<file path="src/rtl/sstx_regs.svh">
// Register offsets, field positions and reset values of the transmit block.
// Included by the design; definitions only.
`ifndef SSTX_REGS_SVH
`define SSTX_REGS_SVH
`define SSTX_OFF_CTRL 8'h00
`define SSTX_OFF_TCMR 8'h04
`define SSTX_OFF_TFMR 8'h08
`define SSTX_OFF_RHR 8'h0C
`define SSTX_OFF_THR 8'h10
`define SSTX_OFF_TSHR 8'h14
`define SSTX_OFF_STAT 8'h18
`define SSTX_OFF_RXIN 8'h1C
`define SSTX_CKS_LSB 0
`define SSTX_CKO_LSB 2
`define SSTX_CKI_BIT 5
`define SSTX_CKG_LSB 6
`define SSTX_START_LSB 8
`define SSTX_START_DELAY_LSB 16
`define SSTX_PERIOD_LSB 24
`define SSTX_WORD_BIT_COUNT_LSB 0
`define SSTX_IDLE_DATA_LEVEL_BIT 5
`define SSTX_HIGH_BIT_FIRST_BIT 7
`define SSTX_WORDS_PER_FRAME_LSB 8
`define SSTX_SYNC_PULSE_LENGTH_LSB 16
`define SSTX_SYNC_OUTPUT_SHAPE_LSB 20
`define SSTX_SYNC_DATA_ENABLE_BIT 23
`define SSTX_SYNC_EVENT_EDGE_BIT 24
`define SSTX_TCMR_RST 32'h00000000
`define SSTX_TFMR_RST 32'h00000000
`define SSTX_TCMR_MASK 32'hFFFF0FFF
`define SSTX_TFMR_MASK 32'h01FF0FBF
`endif

</file>
<file path="src/rtl/sstx_pkg.sv">
// Types shared by the transmit clock and frame block.
// Assumes the register header sits beside it.
package sstx_pkg;
    typedef enum logic [1:0] {
        SSTX_IDLE,
        SSTX_DELAY,
        SSTX_DATA
    } sstx_phase_e;

    // Pin group: output and output enable per pin
    typedef struct packed {
        logic tk_o;
        logic tk_oe;
        logic tf_o;
        logic tf_oe;
        logic td_o;
        logic td_oe;
    } sstx_pins_s;

    typedef struct packed {
        logic [31:0] tcmr;
        logic [31:0] tfmr;
        logic [31:0] thr;
        logic [15:0] tshr;
        logic [31:0] rhr;
        logic thr_full;
        logic tx_en;
        logic sync_flag;
        logic [2:0] sync_tf;
        logic [2:0] sync_tk;
        logic [2:0] sync_rk;
        logic tk_prev;
        logic tf_prev;
        logic tf_smp;
        logic [7:0] div_cnt;
        logic div_clk;
        sstx_phase_e phase;
        logic [7:0] dly_cnt;
        logic [4:0] fs_cnt;
        logic [4:0] bit_cnt;
        logic [3:0] word_cnt;
        logic [31:0] shreg;
        logic [15:0] sync_sh;
        logic [8:0] per_cnt;
        logic fs_out;
        logic fs_toggle;
        logic td_q;
        logic fs_prev;
        logic hwrite;
        logic hsel;
        logic [7:0] haddr;
    } sstx_state_s;
endpackage

</file>
<file path="src/rtl/sstx_core.sv">
// Transmit clock selection, start control, frame sync and data shifter of a
// synchronous serial controller, with an AHB-Lite register slave.
// Assumes pins arrive asynchronous and are resynchronised to ref_clk.
// Overview of operation
// - Clock source 0 divided clock, 1 receive clock pin, 2 transmit pin.
// - Clock out mode 0 input, 1 continuous, 2 only during transfer.
// - Uninverted: outputs change falling, frame sampled rising; invert swaps.
// - Inversion acts inside only, never on the driven clock pin.
// - Gating 0 continuous, 1 only frame pin low, 2 only high.
// - Start 0 on holding write when enabled; 1 starts with reception.
// - Start 2..7 frame low, high, fall, rise, change, any edge.
// - Nonzero start delay inserts that many clocks before first bit.
// - Start delay applies also when starting with receiver.
// - Period zero none; N gives frame sync every 2*(N+1) clocks.
// - Each word holds word length field plus one bits.
// - DMA size byte up to 7, half to 15, else word.
// - Idle data level drives data pin outside transmission.
// - Open-drain data pin enabled only while data output is one.
// - Bit order 0 low bit first, 1 high bit first.
// - Each start sends up to words per frame field plus one words; ends early if holding register is empty.
// - Sync pulse lasts length plus one clocks; also sync data bits.
// - Sync shape 0 input, 1..5 neg, pos, low, high, toggle.
// - During sync, data pin idle level or shifts sync holding value.
// - Sync edge bit 0 rising, 1 falling raises sync event.
// - Transmit and receive words right aligned in 32-bit register.
// - Sync flag set on event, held until status is read.
//
// Design decisions made here: the address map and the AHB-Lite interface to the registers.
`timescale 1ns/1ps
`include "sstx_regs.svh"
module sstx_core
    import sstx_pkg::*;
#(
    parameter int DIV_W = 8
) (
    input wire logic ref_clk,
    input wire logic reset_n,
    input wire logic hsel,
    input wire logic [31:0] haddr,
    input wire logic [1:0] htrans,
    input wire logic hwrite,
    input wire logic [2:0] hsize,
    input wire logic [31:0] hwdata,
    input wire logic hready,
    output logic [31:0] hrdata,
    output logic hreadyout,
    output logic hresp,
    input wire logic tx_clock_pin_i,
    input wire logic tx_frame_pin_i,
    input wire logic rx_clock_pin_i,
    input wire logic rx_start,
    input wire logic od_mode,
    input wire logic [DIV_W-1:0] div_half,
    output sstx_pins_s pins,
    output logic [1:0] dma_size,
    output logic tx_ready
);
    sstx_state_s s_q, s_d;
    logic [1:0] tx_clock_source, tx_clock_out_mode, tx_clock_gating;
    logic tx_clock_invert, idle_data_level, high_bit_first, sync_data_enable, sync_event_edge;
    logic [3:0] start_sel, words_per_frame, sync_pulse_length;
    logic [7:0] start_delay, period;
    logic [4:0] word_bit_count;
    logic [2:0] sync_output_shape;
    logic src_clk, tf_s, gate_ok, clk_int, clk_prev_int;
    logic shift_edge, samp_edge, tf_rise, tf_fall, start_ev, busy;
    logic fs_rise, fs_fall;

    // Field extraction
    assign tx_clock_source = s_q.tcmr[`SSTX_CKS_LSB +: 2];
    assign tx_clock_out_mode = s_q.tcmr[`SSTX_CKO_LSB +: 2];
    assign tx_clock_invert = s_q.tcmr[`SSTX_CKI_BIT];
    assign tx_clock_gating = s_q.tcmr[`SSTX_CKG_LSB +: 2];
    assign start_sel = s_q.tcmr[`SSTX_START_LSB +: 4];
    assign start_delay = s_q.tcmr[`SSTX_START_DELAY_LSB +: 8];
    assign period = s_q.tcmr[`SSTX_PERIOD_LSB +: 8];
    assign word_bit_count = s_q.tfmr[`SSTX_WORD_BIT_COUNT_LSB +: 5];
    assign idle_data_level = s_q.tfmr[`SSTX_IDLE_DATA_LEVEL_BIT];
    assign high_bit_first = s_q.tfmr[`SSTX_HIGH_BIT_FIRST_BIT];
    assign words_per_frame = s_q.tfmr[`SSTX_WORDS_PER_FRAME_LSB +: 4];
    assign sync_pulse_length = s_q.tfmr[`SSTX_SYNC_PULSE_LENGTH_LSB +: 4];
    assign sync_output_shape = s_q.tfmr[`SSTX_SYNC_OUTPUT_SHAPE_LSB +: 3];
    assign sync_data_enable = s_q.tfmr[`SSTX_SYNC_DATA_ENABLE_BIT];
    assign sync_event_edge = s_q.tfmr[`SSTX_SYNC_EVENT_EDGE_BIT];
    assign tf_s = s_q.sync_tf[1];
    assign busy = (s_q.phase != SSTX_IDLE);

    // Clock source; reserved code gives a stopped clock
    always_comb begin
        case (tx_clock_source)
            2'h0: src_clk = s_q.div_clk;
            2'h1: src_clk = s_q.sync_rk[1];
            2'h2: src_clk = s_q.sync_tk[1];
            default: src_clk = 1'b0;
        endcase
    end

    // Gating; frame level is the synchronised pin
    always_comb begin
        case (tx_clock_gating)
            2'h0: gate_ok = 1'b1;
            2'h1: gate_ok = ~tf_s;
            2'h2: gate_ok = tf_s;
            default: gate_ok = 1'b0;
        endcase
    end

    // Inverted copy is internal only; the pin gets src_clk
    assign clk_int = (src_clk ^ tx_clock_invert) & gate_ok;
    assign clk_prev_int = (s_q.tk_prev ^ tx_clock_invert) & gate_ok;
    // Uninverted: shift on falling, sample on rising
    assign shift_edge = clk_prev_int & ~clk_int;
    assign samp_edge = ~clk_prev_int & clk_int;
    // Edges come from the last two sampled frame levels; they stay visible
    // until the next sample edge, so the shift-edge sequencer can see them
    assign tf_rise = s_q.tf_smp & ~s_q.tf_prev;
    assign tf_fall = ~s_q.tf_smp & s_q.tf_prev;

    // Start event selection
    always_comb begin
        case (start_sel)
            4'h0: start_ev = s_q.thr_full & s_q.tx_en;
            4'h1: start_ev = rx_start & s_q.tx_en;
            4'h2: start_ev = ~s_q.tf_smp;
            4'h3: start_ev = s_q.tf_smp;
            4'h4: start_ev = tf_fall;
            4'h5: start_ev = tf_rise;
            4'h6: start_ev = tf_fall | tf_rise;
            4'h7: start_ev = tf_fall | tf_rise;
            default: start_ev = 1'b0;
        endcase
    end

    assign fs_rise = s_q.fs_out & ~s_q.fs_prev;
    assign fs_fall = ~s_q.fs_out & s_q.fs_prev;

    // Next state: bus slave, synchronisers, divider and transmit sequencer
    always_comb begin
        s_d = s_q;
        s_d.sync_tf = {s_q.sync_tf[1:0], tx_frame_pin_i};
        s_d.sync_tk = {s_q.sync_tk[1:0], tx_clock_pin_i};
        s_d.sync_rk = {s_q.sync_rk[1:0], rx_clock_pin_i};
        s_d.tk_prev = src_clk;
        s_d.fs_prev = s_q.fs_out;
        if (samp_edge) begin
            s_d.tf_prev = s_q.tf_smp;
            s_d.tf_smp = tf_s;
        end
        // Divided clock toggles every div_half+1 reference cycles
        if (s_q.div_cnt >= 8'(div_half)) begin
            s_d.div_cnt = 8'h00;
            s_d.div_clk = ~s_q.div_clk;
        end else begin
            s_d.div_cnt = s_q.div_cnt + 8'h01;
        end
        // Address phase of a transfer captured for its data phase
        s_d.hsel = hsel & hready & htrans[1];
        s_d.hwrite = hwrite;
        s_d.haddr = haddr[7:0];
        if (s_q.hsel && s_q.hwrite) begin
            case (s_q.haddr)
                `SSTX_OFF_CTRL: s_d.tx_en = hwdata[0];
                `SSTX_OFF_TCMR: s_d.tcmr = hwdata & `SSTX_TCMR_MASK;
                `SSTX_OFF_TFMR: s_d.tfmr = hwdata & `SSTX_TFMR_MASK;
                `SSTX_OFF_THR: begin
                    s_d.thr = hwdata;
                    s_d.thr_full = 1'b1;
                end
                `SSTX_OFF_TSHR: s_d.tshr = hwdata[15:0];
                `SSTX_OFF_RXIN: s_d.rhr = hwdata;
                default: ;
            endcase
        end
        // Status read clears the sync flag; a new event below wins
        if (s_q.hsel && !s_q.hwrite && s_q.haddr == `SSTX_OFF_STAT) begin
            s_d.sync_flag = 1'b0;
        end
        if ((sync_event_edge == 1'b0 && fs_rise) || (sync_event_edge == 1'b1 && fs_fall)) begin
            s_d.sync_flag = 1'b1;
        end
        // Periodic frame-sync counter, in units of clock periods
        if (period == 8'h00) begin
            s_d.per_cnt = 9'h000;
        end else if (shift_edge) begin
            if (s_q.per_cnt >= {period, 1'b1}) begin
                s_d.per_cnt = 9'h000;
            end else begin
                s_d.per_cnt = s_q.per_cnt + 9'h001;
            end
        end
        if (shift_edge) begin
            if (s_q.fs_cnt != 5'h00) begin
                s_d.fs_cnt = s_q.fs_cnt - 5'h01;
                s_d.sync_sh = {1'b0, s_q.sync_sh[15:1]};
            end
            if (period != 8'h00 && s_q.per_cnt == 9'h000) begin
                s_d.fs_cnt = {1'b0, sync_pulse_length} + 5'h01;
                s_d.sync_sh = s_q.tshr;
            end
            case (s_q.phase)
                SSTX_IDLE: begin
                    if (start_ev && s_q.thr_full) begin
                        s_d.fs_cnt = {1'b0, sync_pulse_length} + 5'h01;
                        s_d.sync_sh = s_q.tshr;
                        s_d.fs_toggle = ~s_q.fs_toggle;
                        s_d.word_cnt = words_per_frame;
                        s_d.dly_cnt = start_delay;
                        s_d.phase = (start_delay == 8'h00) ? SSTX_DATA : SSTX_DELAY;
                        s_d.shreg = s_q.thr;
                        s_d.thr_full = 1'b0;
                        s_d.bit_cnt = word_bit_count;
                    end
                end
                SSTX_DELAY: begin
                    s_d.dly_cnt = s_q.dly_cnt - 8'h01;
                    if (s_q.dly_cnt == 8'h01) begin
                        s_d.phase = SSTX_DATA;
                    end
                end
                SSTX_DATA: begin
                    s_d.shreg = high_bit_first ? {s_q.shreg[30:0], 1'b0}
                                     : {1'b0, s_q.shreg[31:1]};
                    s_d.bit_cnt = s_q.bit_cnt - 5'h01;
                    if (s_q.bit_cnt == 5'h00) begin
                        if (s_q.word_cnt != 4'h0 && s_q.thr_full) begin
                            s_d.word_cnt = s_q.word_cnt - 4'h1;
                            s_d.shreg = s_q.thr;
                            s_d.thr_full = 1'b0;
                            s_d.bit_cnt = word_bit_count;
                        end else begin
                            s_d.phase = SSTX_IDLE;
                        end
                    end
                end
                default: s_d.phase = SSTX_IDLE;
            endcase
            // Data pin value; sync data until data phase takes over
            if (s_d.phase == SSTX_DATA) begin
                s_d.td_q = high_bit_first ? s_d.shreg[word_bit_count] : s_d.shreg[0];
            end else if (s_d.fs_cnt != 5'h00 && sync_data_enable) begin
                s_d.td_q = s_d.sync_sh[0];
            end else begin
                s_d.td_q = idle_data_level;
            end
            // Frame-sync waveform
            case (sync_output_shape)
                3'h1: s_d.fs_out = ~(s_d.fs_cnt != 5'h00);
                3'h2: s_d.fs_out = (s_d.fs_cnt != 5'h00);
                3'h3: s_d.fs_out = ~(s_d.phase == SSTX_DATA);
                3'h4: s_d.fs_out = (s_d.phase == SSTX_DATA);
                3'h5: s_d.fs_out = s_d.fs_toggle;
                default: s_d.fs_out = 1'b0;
            endcase
        end
    end

    // State register; reset takes constants only
    always_ff @(posedge ref_clk or negedge reset_n) begin
        if (!reset_n) begin
            s_q <= '0;
            s_q.tcmr <= `SSTX_TCMR_RST;
            s_q.tfmr <= `SSTX_TFMR_RST;
            s_q.phase <= SSTX_IDLE;
        end else begin
            s_q <= s_d;
        end
    end

    // Read mux; unmapped addresses read zero, response always OKAY
    always_comb begin
        case (s_q.haddr)
            `SSTX_OFF_CTRL: hrdata = {31'h0, s_q.tx_en};
            `SSTX_OFF_TCMR: hrdata = s_q.tcmr;
            `SSTX_OFF_TFMR: hrdata = s_q.tfmr;
            `SSTX_OFF_RHR: hrdata = s_q.rhr;
            `SSTX_OFF_TSHR: hrdata = {16'h0, s_q.tshr};
            `SSTX_OFF_STAT: hrdata = {21'h0, s_q.sync_flag, 8'h0, busy,
                                      ~s_q.thr_full};
            default: hrdata = 32'h0;
        endcase
        if (!s_q.hsel || s_q.hwrite) begin
            hrdata = 32'h0;
        end
    end
    assign hreadyout = 1'b1;
    assign hresp = 1'b0;
    assign tx_ready = ~s_q.thr_full;
    assign dma_size = (word_bit_count <= 5'd7) ? 2'd0 :
                      (word_bit_count <= 5'd15) ? 2'd1 : 2'd2;

    // Pin drive
    always_comb begin
        pins.tk_o = src_clk;
        pins.tk_oe = (tx_clock_out_mode == 2'h1) | ((tx_clock_out_mode == 2'h2) & busy);
        pins.tf_o = s_q.fs_out;
        pins.tf_oe = (sync_output_shape >= 3'h1) && (sync_output_shape <= 3'h5);
        pins.td_o = s_q.td_q;
        pins.td_oe = od_mode ? s_q.td_q : 1'b1;
    end
endmodule // sstx_core

</file>
<file path="config.mk">
export PLATFORM = sky130hd
export DESIGN_NAME = sstx_core
export DESIGN_NICKNAME = d
export VERILOG_FILES = /design/src/rtl/sstx_pkg.sv /design/src/rtl/sstx_core.sv
export VERILOG_INCLUDE_DIRS = /design/src /design/src/rtl
export SDC_FILE = /design/constraint.sdc
export NUM_CORES = 1
export LEC_CHECK = 0
export ABC_AREA = 1
export ABC_CLOCK_PERIOD_IN_PS = 6340
export BUFFER_PORTS_ARGS = -buffer_cell sky130_fd_sc_hd__buf_2
export CAP_MARGIN = 25
export CORE_MARGIN = 2
export CORE_UTILIZATION = 25
export CTS_BUF_LIST = sky130_fd_sc_hd__clkbuf_4
export DETAILED_ROUTE_END_ITERATION = 16
export MAX_ROUTING_LAYER = met4
export PLACE_DENSITY = 0.41
export SLEW_MARGIN = 20
export SYNTH_ARGS = -nofsm -noshare
export SYNTH_HDL_FRONTEND = slang
export SYNTH_SLANG_ARGS = --single-unit
</file>
<file path="constraint.sdc">
create_clock -name ref_clk -period 6.34 [get_ports ref_clk]
set_input_delay 0.951 -clock ref_clk [delete_from_list [all_inputs] [get_ports ref_clk]]
set_output_delay 0.951 -clock ref_clk [all_outputs]
set_load 0.01 [all_outputs]
</file>
==> results of run 1 <==
==> worst max-delay path: cells and delay by family, from the launching register on <==
kind / cells / cell delay, ns
buf+inv: 6 / 1.07
simple gates: 4 / 0.97
flops: 1 / 0.36
compound gates: 2 / 0.34
==> registers in the layout (all words and copies together), names as in the netlist <==
name,count
high_bit_first,1
s_q,226
pins,2
period,8
s_d,6
idle_data_level,1
==> placed cells by master (no fill, tap or decap), types with 3 or more instances in the layout <==
cell,Yosys,final
nand2_1,409,408
dfrtp_1,244,242
inv_1,210,210
o21ai_0,197,197
nand3_1,131,131
nor2_1,119,117
clkbuf_4,0,112
buf_2,9,98
a21oi_1,62,62
nand4_1,36,36
a41oi_1,32,32
o211ai_1,31,31
o22ai_1,27,27
ha_1,27,27
xor2_1,16,16
buf_4,6,15
nor3_1,14,14
clkinv_1,3,12
a221oi_1,12,12
a31oi_1,8,8
inv_2,5,7
nor4_1,7,7
o21a_1,6,6
xnor2_1,5,5
nor2_2,4,4
nor3b_1,3,3
o221ai_1,3,3
bufinv_16,0,3
buf_8,0,3
==> power by group through the flow <==
stage | sequential (W) | clock [W] | combinational [W]
after floorplan | 0.00177 | 0 | 0.000565
after detailed placement | 0.00183 | 0 | 0.000754
final | 0.00181 | 0.00165 | 0.000745
after global routing | 0.00183 | 0.00181 | 0.000861
after global placement | 0.00183 | 0 | 0.000738
after CTS | 0.00181 | 0.00172 | 0.000756
==> cell usage after synthesis, drive strengths merged <==
library cell	number
nor3b	3
xnor2	5
inv	217
or2	3
a21o	2
nand3b	2
nand3	132
o211ai	32
and3	2
dfrtp	244
ha	27
conb	2
a221oi	12
o31ai	2
clkbuf	76
o32ai	2
a31oi	8
a21oi	63
o21a	6
nor4	7
nand4	36
nor3	14
or3	1
buf	18
and2	1
o22ai	27
o21ai	199
xor2	16
o221ai	3
nand2	412
a211oi	1
nor2	123
a32o	2
clkinv	3
a41oi	32
==> area by class of cell <==
type / instances / area (µm²)
Antenna cell: 2 / 5.00
Fill cell: 5737 / 37100
Inverter: 220 / 831
Multi-Input combinational cell: 1177 / 5980
Clock inverter: 14 / 131
Timing Repair Buffer: 117 / 668
Sequential cell: 244 / 6110
Clock buffer: 112 / 841
Tap cell: 688 / 861
==> how the worst min path moves through the flow <==
stage,start,to
after detailed placement,s_d[111]$_DFF_PN0_,s_d[112]$_DFF_PN0_
final,reset_n,s_q[190]$_DFFE_PN0P_
after global placement,s_d[114]$_DFF_PN0_,s_d[115]$_DFF_PN0_
after CTS,haddr[1],s_q[1]$_DFF_PN0_
after global routing,haddr[0],s_q[0]$_DFF_PN0_
after floorplan,s_d[108]$_DFF_PN0_,s_d[109]$_DFF_PN0_
==> per-layer routing <==
| metal | track usage, % | wire [µm] | vias to the layer above |
|---|---|---|---|
| met1 | 21.9 | 20800 | 5978 |
| met3 | 3.10 | 2430 | 79 |
| met5 | - | 0 | - |
| met2 | 26.7 | 21100 | 326 |
| met4 | 6.10 | 1080 | 0 |
| li1 | - | - | 6048 |
==> cell families after synthesis <==
| logic type | count (synthesis) |
|---|---|
| AOI/OAI and AO/OA | 391 |
| xor gates and xnor gates | 21 |
| adders and majority gates | 27 |
| buffers and inverters | 314 |
| DFF | 244 |
| other | 2 |
| and+or+nand+nor | 736 |
==> through the flow <==
stage / cell area [µm²] / setup WS [ns]
floorplan: 13300 / 3.55
global placement: 14400 / 2.02
detailed placement: 14400 / 2.00
CTS: 15400 / 1.77
global route: 15400 / 1.57
finish: 15400 / 1.87
==> reports/results.txt, run 1 <==
Top cell by count, worst path: inv_1
Status: completed
DRT Pass-1 Iters: 6
Main combinational cell family by area after synthesis: simple AND/OR/NAND/NOR gates
H-tree levels: 3
Share of power burned in registers: 43.0%
R2r endpoint: pins[3]$_DFFE_PN0P_
Cell Rows: 84
Adder and majority cell fraction of the synthesized area: 2.54%
Tightest Pin Transition: 1.04 ns
Final hold vios: 0
Final wirelength: 45.4 mm
Die W: 235 µm
Worst skew pair latency: 0.79 ns
# DRC: 0
Final setup violating endpoints: 0
Max-cap violations: 0
Worst r2r src: s_q[104]$_DFFE_PN0P_
Post-layout util: 29.4%
Worst Reg-to-Reg Cells: 18
CP Max Fanout: 16
Combinational Power Share: 17.7%
Drt wl/cell: 17.6 µm
CTS resizes: 0
Skew final: 0.0457 ns
Crit-path cells: nor2_1 -> inv_1 -> nor3_1 -> inv_1 -> nor2_1 -> buf_4 -> inv_1 -> o211ai_1 -> nand2_1 -> buf_8 -> a31oi_1 -> buf_2
Setup crit end kind: output port
Fraction of the cycle the final worst path needs: 70.4%
Slew Viols, Final: 0
Leak: 7.76 nW
First-pass GRT wire length: 71.6 mm
Worst slew margin: 30.6%
Cell variety after synth: 48
Clock slew seen by the registers of the worst setup and hold paths: 0.06 ns
Yosys top cell area share: 45.9%
Kind of critical path: reg -> out
Flop2flop setup slack: 2.14 ns
# Post-CTS Setup Buffers: 0
Sw frac: 31.8%
Final GP Congestion: 0.823
Cell count after placement: 2445
Vias in the first global route: 12300
Die Y: 235 µm
Xor/xnor share of the synthesized area: 1.38%
Max Buffers Root-to-Sink: 3
Share of layout cells above drive strength 1: 13.7%
WHS: 0.235 ns
HP Class: in -> async
Mapped Nets: 1849
Syn Area/Cell: 7.67 µm²
Critical path data required time: 5.39 ns
Initial Utilization: 25.3%
Ranking of synthesized cells by area: dfrtp_1 46%, nand2_1 12%, o21ai_0 7.4%
Clk pwr share: 39.3%
FF+latch count, synth: 244
Cells after synthesis: 1735
RSZ-0062 raised after global routing: no
NumNets Final: 1948
I/O Buffers: 99
Io pins: 130
Slowest CP cell: nand2_1
Fin Setup TNS: 0 ns
VDD IR max: 0.113 mV
Sequential area share after synthesis: 45.9%
Initial antenna violation count: 1
Hold-fix buffer count after cts: 0
Post-synth top area cell: dfrtp_1
Peak Freq: 0.224 GHz
Post-DRT Antenna Nets: 0
PwrDens: 272 nW/µm²
Startpoint Class: register
Post-detail-place hpwl: 30.1 mm
Core area: 52600 µm²
Power Total: 0.00420 W
Syn-to-layout area delta: 16.0%
DRT iter0 DRCs: 798
Post-synthesis compound-gate area fraction: 17.4%
Worst Setup EP: hrdata[17]
Internal power: 0.00287 W
Non-Filler Instances: 2574
Mapped Area: 13300 µm²
Mux cell area share after synthesis: 0%
Largest net degree at the start of global routing: 136
# clock sinks: 244
Critical path's largest stage delay: 0.40 ns
Post-layout min period: 4.47 ns
Yosys warns: 0
GRT overflow: 0
Via count: 12400
CTS Buf Count: 74
Die area: 55100 µm²
Root buffer cell: clkbuf_4
Via density: 4.83
Sw power: 0.00133 W
CTS tree: yes
Post-Synth Simple-Gate Area: 23.5%
Arr. time, crit path: 3.51 ns
Critical Path Start: s_q[7]$_DFF_PN0_
GRT Util Overall: 17.0%
Power figures use the tool's default switching activity.
==> run 2, diff against run 1 <==
Settings changed: ABC_AREA 1 to 0, ABC_CLOCK_PERIOD_IN_PS 6340 to 3600, PLACE_DENSITY 0.41 to 0.43.
Clock period 6.34 ns to 3.6 ns, I/O delays scaled along.
==> run 2 against run 1 <==
Worst hold slack got worse by 0.14 ns. Wire length fell by 3.9%. Sequential power up 110%.
==> reports/results.txt, run 2 <==
Status: completed
Sequential area share after synthesis: 47.7%
Slew Viols, Final: 0
CP Max Fanout: 18
Post-DRT Antenna Nets: 0
Arr. time, crit path: 2.87 ns
Post-detail-place hpwl: 30.7 mm
Critical path's largest stage delay: 0.37 ns
Leak: 6.82 nW
NumNets Final: 1544
Critical path buffer and inverter count: 2
Post-synth top area cell: dfrtp_1
Cell Rows: 82
Largest net degree at the start of global routing: 91
Kind of critical path: reg -> out
Asr flop ratio synth: 100%
Mapped Area: 12800 µm²
Largest register by flop count: s_q
Final wirelength: 43.7 mm
Most common cell in the netlist: dfrtp_1
HP Class: in -> reg
Worst slew margin: 39.1%
RSZ-0062 raised after global routing: no
Post-layout min period: 3.41 ns
Fin Setup TNS: 0 ns
Power Total: 0.00985 W
# DRC: 0
# clock sinks: 244
Syn-to-layout area delta: 20.3%
Share of layout cells above drive strength 1: 28.3%
Drt wl/cell: 20.3 µm
Commonest cells after routing, fill and taps aside: 243 x dfrtp_1, 123 x mux2_2, 110 x nand2_1
Final hold vios: 0
Final GP Congestion: 0.855
GRT overflow: 0
Max-cap violations: 0
Critical path data required time: 3.06 ns
GRT Util Overall: 17.1%
Die Y: 230 µm
Vias in the first global route: 11100
Worst skew pair latency: 0.75 ns
DRT Pass-1 Iters: 6
Slowest CP cell: dfrtp_1
Crit-path cells: nor3_2 -> nand2b_1 -> o31ai_2 -> o21bai_4 -> buf_4 -> a21oi_1 -> buf_2
First-pass GRT wire length: 67.7 mm
H-tree levels: 3
Setup crit end kind: output port
Number of flip-flops under the largest register name: 226
DRT iter0 DRCs: 788
# Post-CTS Setup Buffers: 0
Mapped Nets: 1372
Synth top cells by count: 244 x dfrtp_1, 123 x mux2_2, 111 x nor2_1
Top delay family on crit path: compound AO/OA/AOI/OAI gates
Final setup violating endpoints: 0
Post-layout util: 30.6%
Yosys top cell area share: 47.7%
Max Buffers Root-to-Sink: 3
Post-synth EDFFs: 0
CTS tree: yes
Core area: 50400 µm²
Yosys warns: 0
Fraction of the cycle the final worst path needs: 94.6%
Die W: 230 µm
PwrDens: 639 nW/µm²
Skew final: 0.0478 ns
Initial antenna violation count: 5
Cells after synthesis: 1258
Peak Freq: 0.294 GHz
Most common library cell in the layout ignoring fill and taps: dfrtp_1
Root buffer cell: clkbuf_4
Tightest Pin Transition: 0.913 ns
Via density: 4.96
Die area: 53100 µm²
FF+latch count, synth: 244
Filler cells: 5248
Via count: 10700
Startpoint Class: register
Clock slew seen by the registers of the worst setup and hold paths: 0.06 ns
VDD IR max: 0.201 mV
I/O Buffers: 99
Io pins: 130
CTS Buf Count: 73
Ranking of synthesized cells by area: dfrtp_1 48%, mux2_2 11%, nor2_1 3.3%
Cell variety after synth: 78
Syn Area/Cell: 10.2 µm²
Initial Utilization: 25.4%
Main flop type after synthesis: dfrtp_1
run 2: cell types whose count changed after synthesis, moves of 34 or more:
cell / change
nand2_1: -299
nand3_1: -108
o21ai_0: -118
mux2_2: +123
inv_1: -168
mux2i_1: +34
run 2: per-layer routing:
layer	routed length [µm]	part of all wire (%)	global-route usage [%]	up-vias
met5	0	0	-	-
met4	844	1.9	5.67	0
met3	2000	4.6	2.63	68
met2	20900	48	27.4	282
met1	19900	46	22.2	5346
li1	-	-	-	4991
run 2: kinds of logic after synthesis:
family          synth area share, %
simple gates                   12.9
fa+ha+maj                      2.64
flops                          47.7
buf+inv                        3.94
compound gates                 18.4
mux                            13.5
xor+xnor                       1.03
other cells                  0.0586
run 2: worst min-delay path: cells and delay by family:
family	cells	cell delay (ns)
buffers and inverters	1	0.12
AO/OA/AOI/OAI	1	0.06
AND/OR/NAND/NOR	1	0.05
run 2: repair_timing:
action | 4_1_cts | 5_1_grt
endpoints found under the setup margin | 12 | 0
endpoints found under the hold margin | 104 | 0
hold buffers | 21 | 0
gates resized for setup | 5 | 0
run 2: final cells by class:
type	count	area (µm²)	share of cell area [%]
sequential	244	6110	39.6
timing repair buffer	177	1160	7.52
antenna	1	2.50	0.0162
inverter	42	158	1.02
clock inverter	20	103	0.666
clock buffer	107	803	5.21
tap	672	841	5.45
multi-input combinational	892	6240	40.5
run 2: worst paths after layout:
| path | startpoint | to | slack (ns) | cells after the start |
|---|---|---|---|---|
| max | s_q[5]$_DFF_PN0_ | hrdata[4] | 0.19 | 7 |
| min | hwdata[29] | period[5]$_DFFE_PN0P_ | 0.09 | 3 |
| max reg2reg | s_q[104]$_DFFE_PN0P_ | pins[1]$_DFFE_PN0P_ | 0.31 | 11 |
| min reg2reg | s_d[114]$_DFF_PN0_ | s_d[115]$_DFF_PN0_ | 0.35 | 0 |
| max in group asynchronous | reset_n | period[7]$_DFFE_PN0P_ | 2.24 | 3 |
| min in group asynchronous | reset_n | idle_data_level$_DFFE_PN0P_ | 0.46 | 2 |
run 2: power by group:
part	internal [W]	total (W)	switching [W]	leakage (nW)
combinational	0.00133	0.00338	0.00205	3.33
sequential	0.00324	0.00380	0.000561	2.95
clock	0.00143	0.00267	0.00124	0.541
total	0.00599	0.00985	0.00385	6.82
run 2: through the flow:
stage               setup slack (ns)  hold WS [ns]  area [µm²]  instances
finish                         0.195        0.0947       15400       2155
CTS                           0.0930       0.00400       15400       2154
detailed placement             0.357         0.335       14300       2006
floorplan                      0.871         0.244       12800       1258
global route                 0.00343        0.0649       15400       2155
global placement               0.378         0.334       14300       2006
==> run 3, diff against run 2 <==
Settings changed: CORE_ASPECT_RATIO from default to 1.5.
==> run 3 against run 2 <==
Register-to-register slack worse by 0.05 ns. Sequential power about the same. Die area about the same. Worst setup slack worse by 0.019 ns. Via count is 0.99% higher. Global-route usage up 0.063 points. Clock-buffer cell count decreased by 8. Critical path depth unchanged. Combinational power decreased by 2%. Critical endpoint is now hrdata[7]. Largest cell class unchanged.
==> reports/results.txt, run 3 (same netlist as run 2, synthesis figures left out) <==
Hold Startpoint: hwdata[14]
DRT iter0 DRCs: 714
Setup crit end kind: output port
Status: completed
Core area: 50700 µm²
Post-layout min period: 3.42 ns
CP Max Fanout: 24
Fraction of the cycle the final worst path needs: 95.1%
Worst skew pair latency: 0.73 ns
Post-detail-place hpwl: 31.5 mm
Final setup violating endpoints: 0
Root buffer cell: clkbuf_4
Met3 wire length: 1.60 mm
Final hold vios: 0
Largest net degree at the start of global routing: 81
Worst Reg-to-Reg Cells: 11
Kind of critical path: reg -> out
Tightest Pin Transition: 0.781 ns
CTS tree: yes
Post-layout util: 30.3%
Commonest cells after routing, fill and taps aside: 243 x dfrtp_1, 123 x mux2_2, 110 x nand2_1
R2r endpoint: pins[1]$_DFFE_PN0P_
Final instance area: 15300 µm²
Startpoint Class: register
Post-DP Area: 14300 µm²
Worst Hold End: s_q[133]$_DFFE_PN0P_
Via count: 10800
CTS Buf Count: 68
Worst hold path depth: 2
Most common library cell in the layout ignoring fill and taps: dfrtp_1
Slew Viols, Final: 0
Final GP Congestion: 0.880
Arr. time, crit path: 2.88 ns
Fin Setup TNS: 0 ns
# DRC: 0
Largest register by flop count: s_q
NumNets Final: 1529
DRT Pass-1 Iters: 5
Final wirelength: 43.8 mm
Io pins: 130
Non-Filler Instances: 2131
VDD IR max: 0.241 mV
Max Buffers Root-to-Sink: 3
Vias in the first global route: 11100
Max-cap violations: 0
Initial Utilization: 25.3%
Critical path data required time: 3.06 ns
Number of flip-flops under the largest register name: 226
Drt wl/cell: 20.6 µm
HP Class: in -> reg
Wl on met1: 17.0 mm
Peak Freq: 0.292 GHz
Leak: 6.76 nW
Die W: 189 µm
GRT Util Overall: 17.2%
DR top layer: met4
Worst r2r src: s_q[104]$_DFFE_PN0P_
Worst slew margin: 48.0%
I/O Buffers: 99
Share of layout cells above drive strength 1: 27.9%
Clock slew seen by the registers of the worst setup and hold paths: 0.06 ns
Via density: 5.06
Initial antenna violation count: 2
Metal2 WL: 23.8 mm
Syn-to-layout area delta: 19.8%
H-tree levels: 3
# Post-CTS Setup Buffers: 0
Skew final: 0.0320 ns
Die area: 53100 µm²
PwrDens: 633 nW/µm²
Cell Rows: 101
RSZ-0062 raised after global routing: yes
Die Y: 281 µm
Cell count after placement: 1998
GRT overflow: 0
First-pass GRT wire length: 67.7 mm
Flop2flop setup slack: 0.26 ns
# clock sinks: 244
Post-DRT Antenna Nets: 0
## run 3: routing by layer
layer | vias to the layer above | global-route usage [%]
met3 | 85 | 2.25
met2 | 282 | 31.5
met5 | - | -
li1 | 4968 | -
met4 | 0 | 7.71
met1 | 5458 | 18.4
## run 3: final cells by class
class	instances	area, µm²
Antenna cell	2	5.00
Fill cell	5304	35300
Inverter	42	158
Sequential cell	244	6110
Tap cell	669	837
Clock inverter	16	114
Clock buffer	99	743
Multi-Input combinational cell	892	6250
Timing Repair Buffer	167	1130
## run 3: worst max-delay path, cell delays in order, from the launching register on
cell and delay (ns):
dfrtp_1 0.37, nor3_2 0.27, nand2b_2 0.21, o31ai_1 0.33, o21bai_2 0.20, buf_4 0.27
a21oi_1 0.30, buf_2 0.20
## run 3: power breakdown
part / internal, W / switching, W / leakage (nW)
Clock: 0.00140 / 0.00123 / 0.513
Sequential: 0.00324 / 0.000544 / 2.95
Combinational: 0.00131 / 0.00200 / 3.30
Total: 0.00594 / 0.00377 / 6.76
## run 3: worst max-delay path by stage
stage | start | to | slack [ns] | depth (start not counted)
6_report | s_q[5]$_DFF_PN0_ | hrdata[7] | 0.18 | 7
3_3_place_gp | s_q[104]$_DFFE_PN0P_ | pins[1]$_DFFE_PN0P_ | 0.30 | 11
3_5_place_dp | s_q[104]$_DFFE_PN0P_ | pins[1]$_DFFE_PN0P_ | 0.28 | 11
5_1_grt | s_q[5]$_DFF_PN0_ | hrdata[1] | -0.01 | 7
2_1_floorplan | s_q[104]$_DFFE_PN0P_ | pins[1]$_DFFE_PN0P_ | 0.87 | 12
4_1_cts | s_q[5]$_DFF_PN0_ | hrdata[7] | 0.08 | 7
## run 3: per-stage QoR
step | worst slack (ns) | hold slack (ns) | power, W
global placement | 0.299 | 0.333 | 0.00708
detailed placement | 0.283 | 0.336 | 0.00714
floorplan | 0.871 | 0.244 | 0.00588
global route | -0.0145 | 0.0436 | 0.0104
CTS | 0.0755 | 0.00549 | 0.00988
finish | 0.176 | 0.0935 | 0.00972
## run 3: timing repair
item	4_1_cts	5_1_grt
endpoints found under the hold margin	90	0
hold buffers	16	0
endpoints found under the setup margin	24	3
gates resized for setup	6	1
pin swaps	0	0
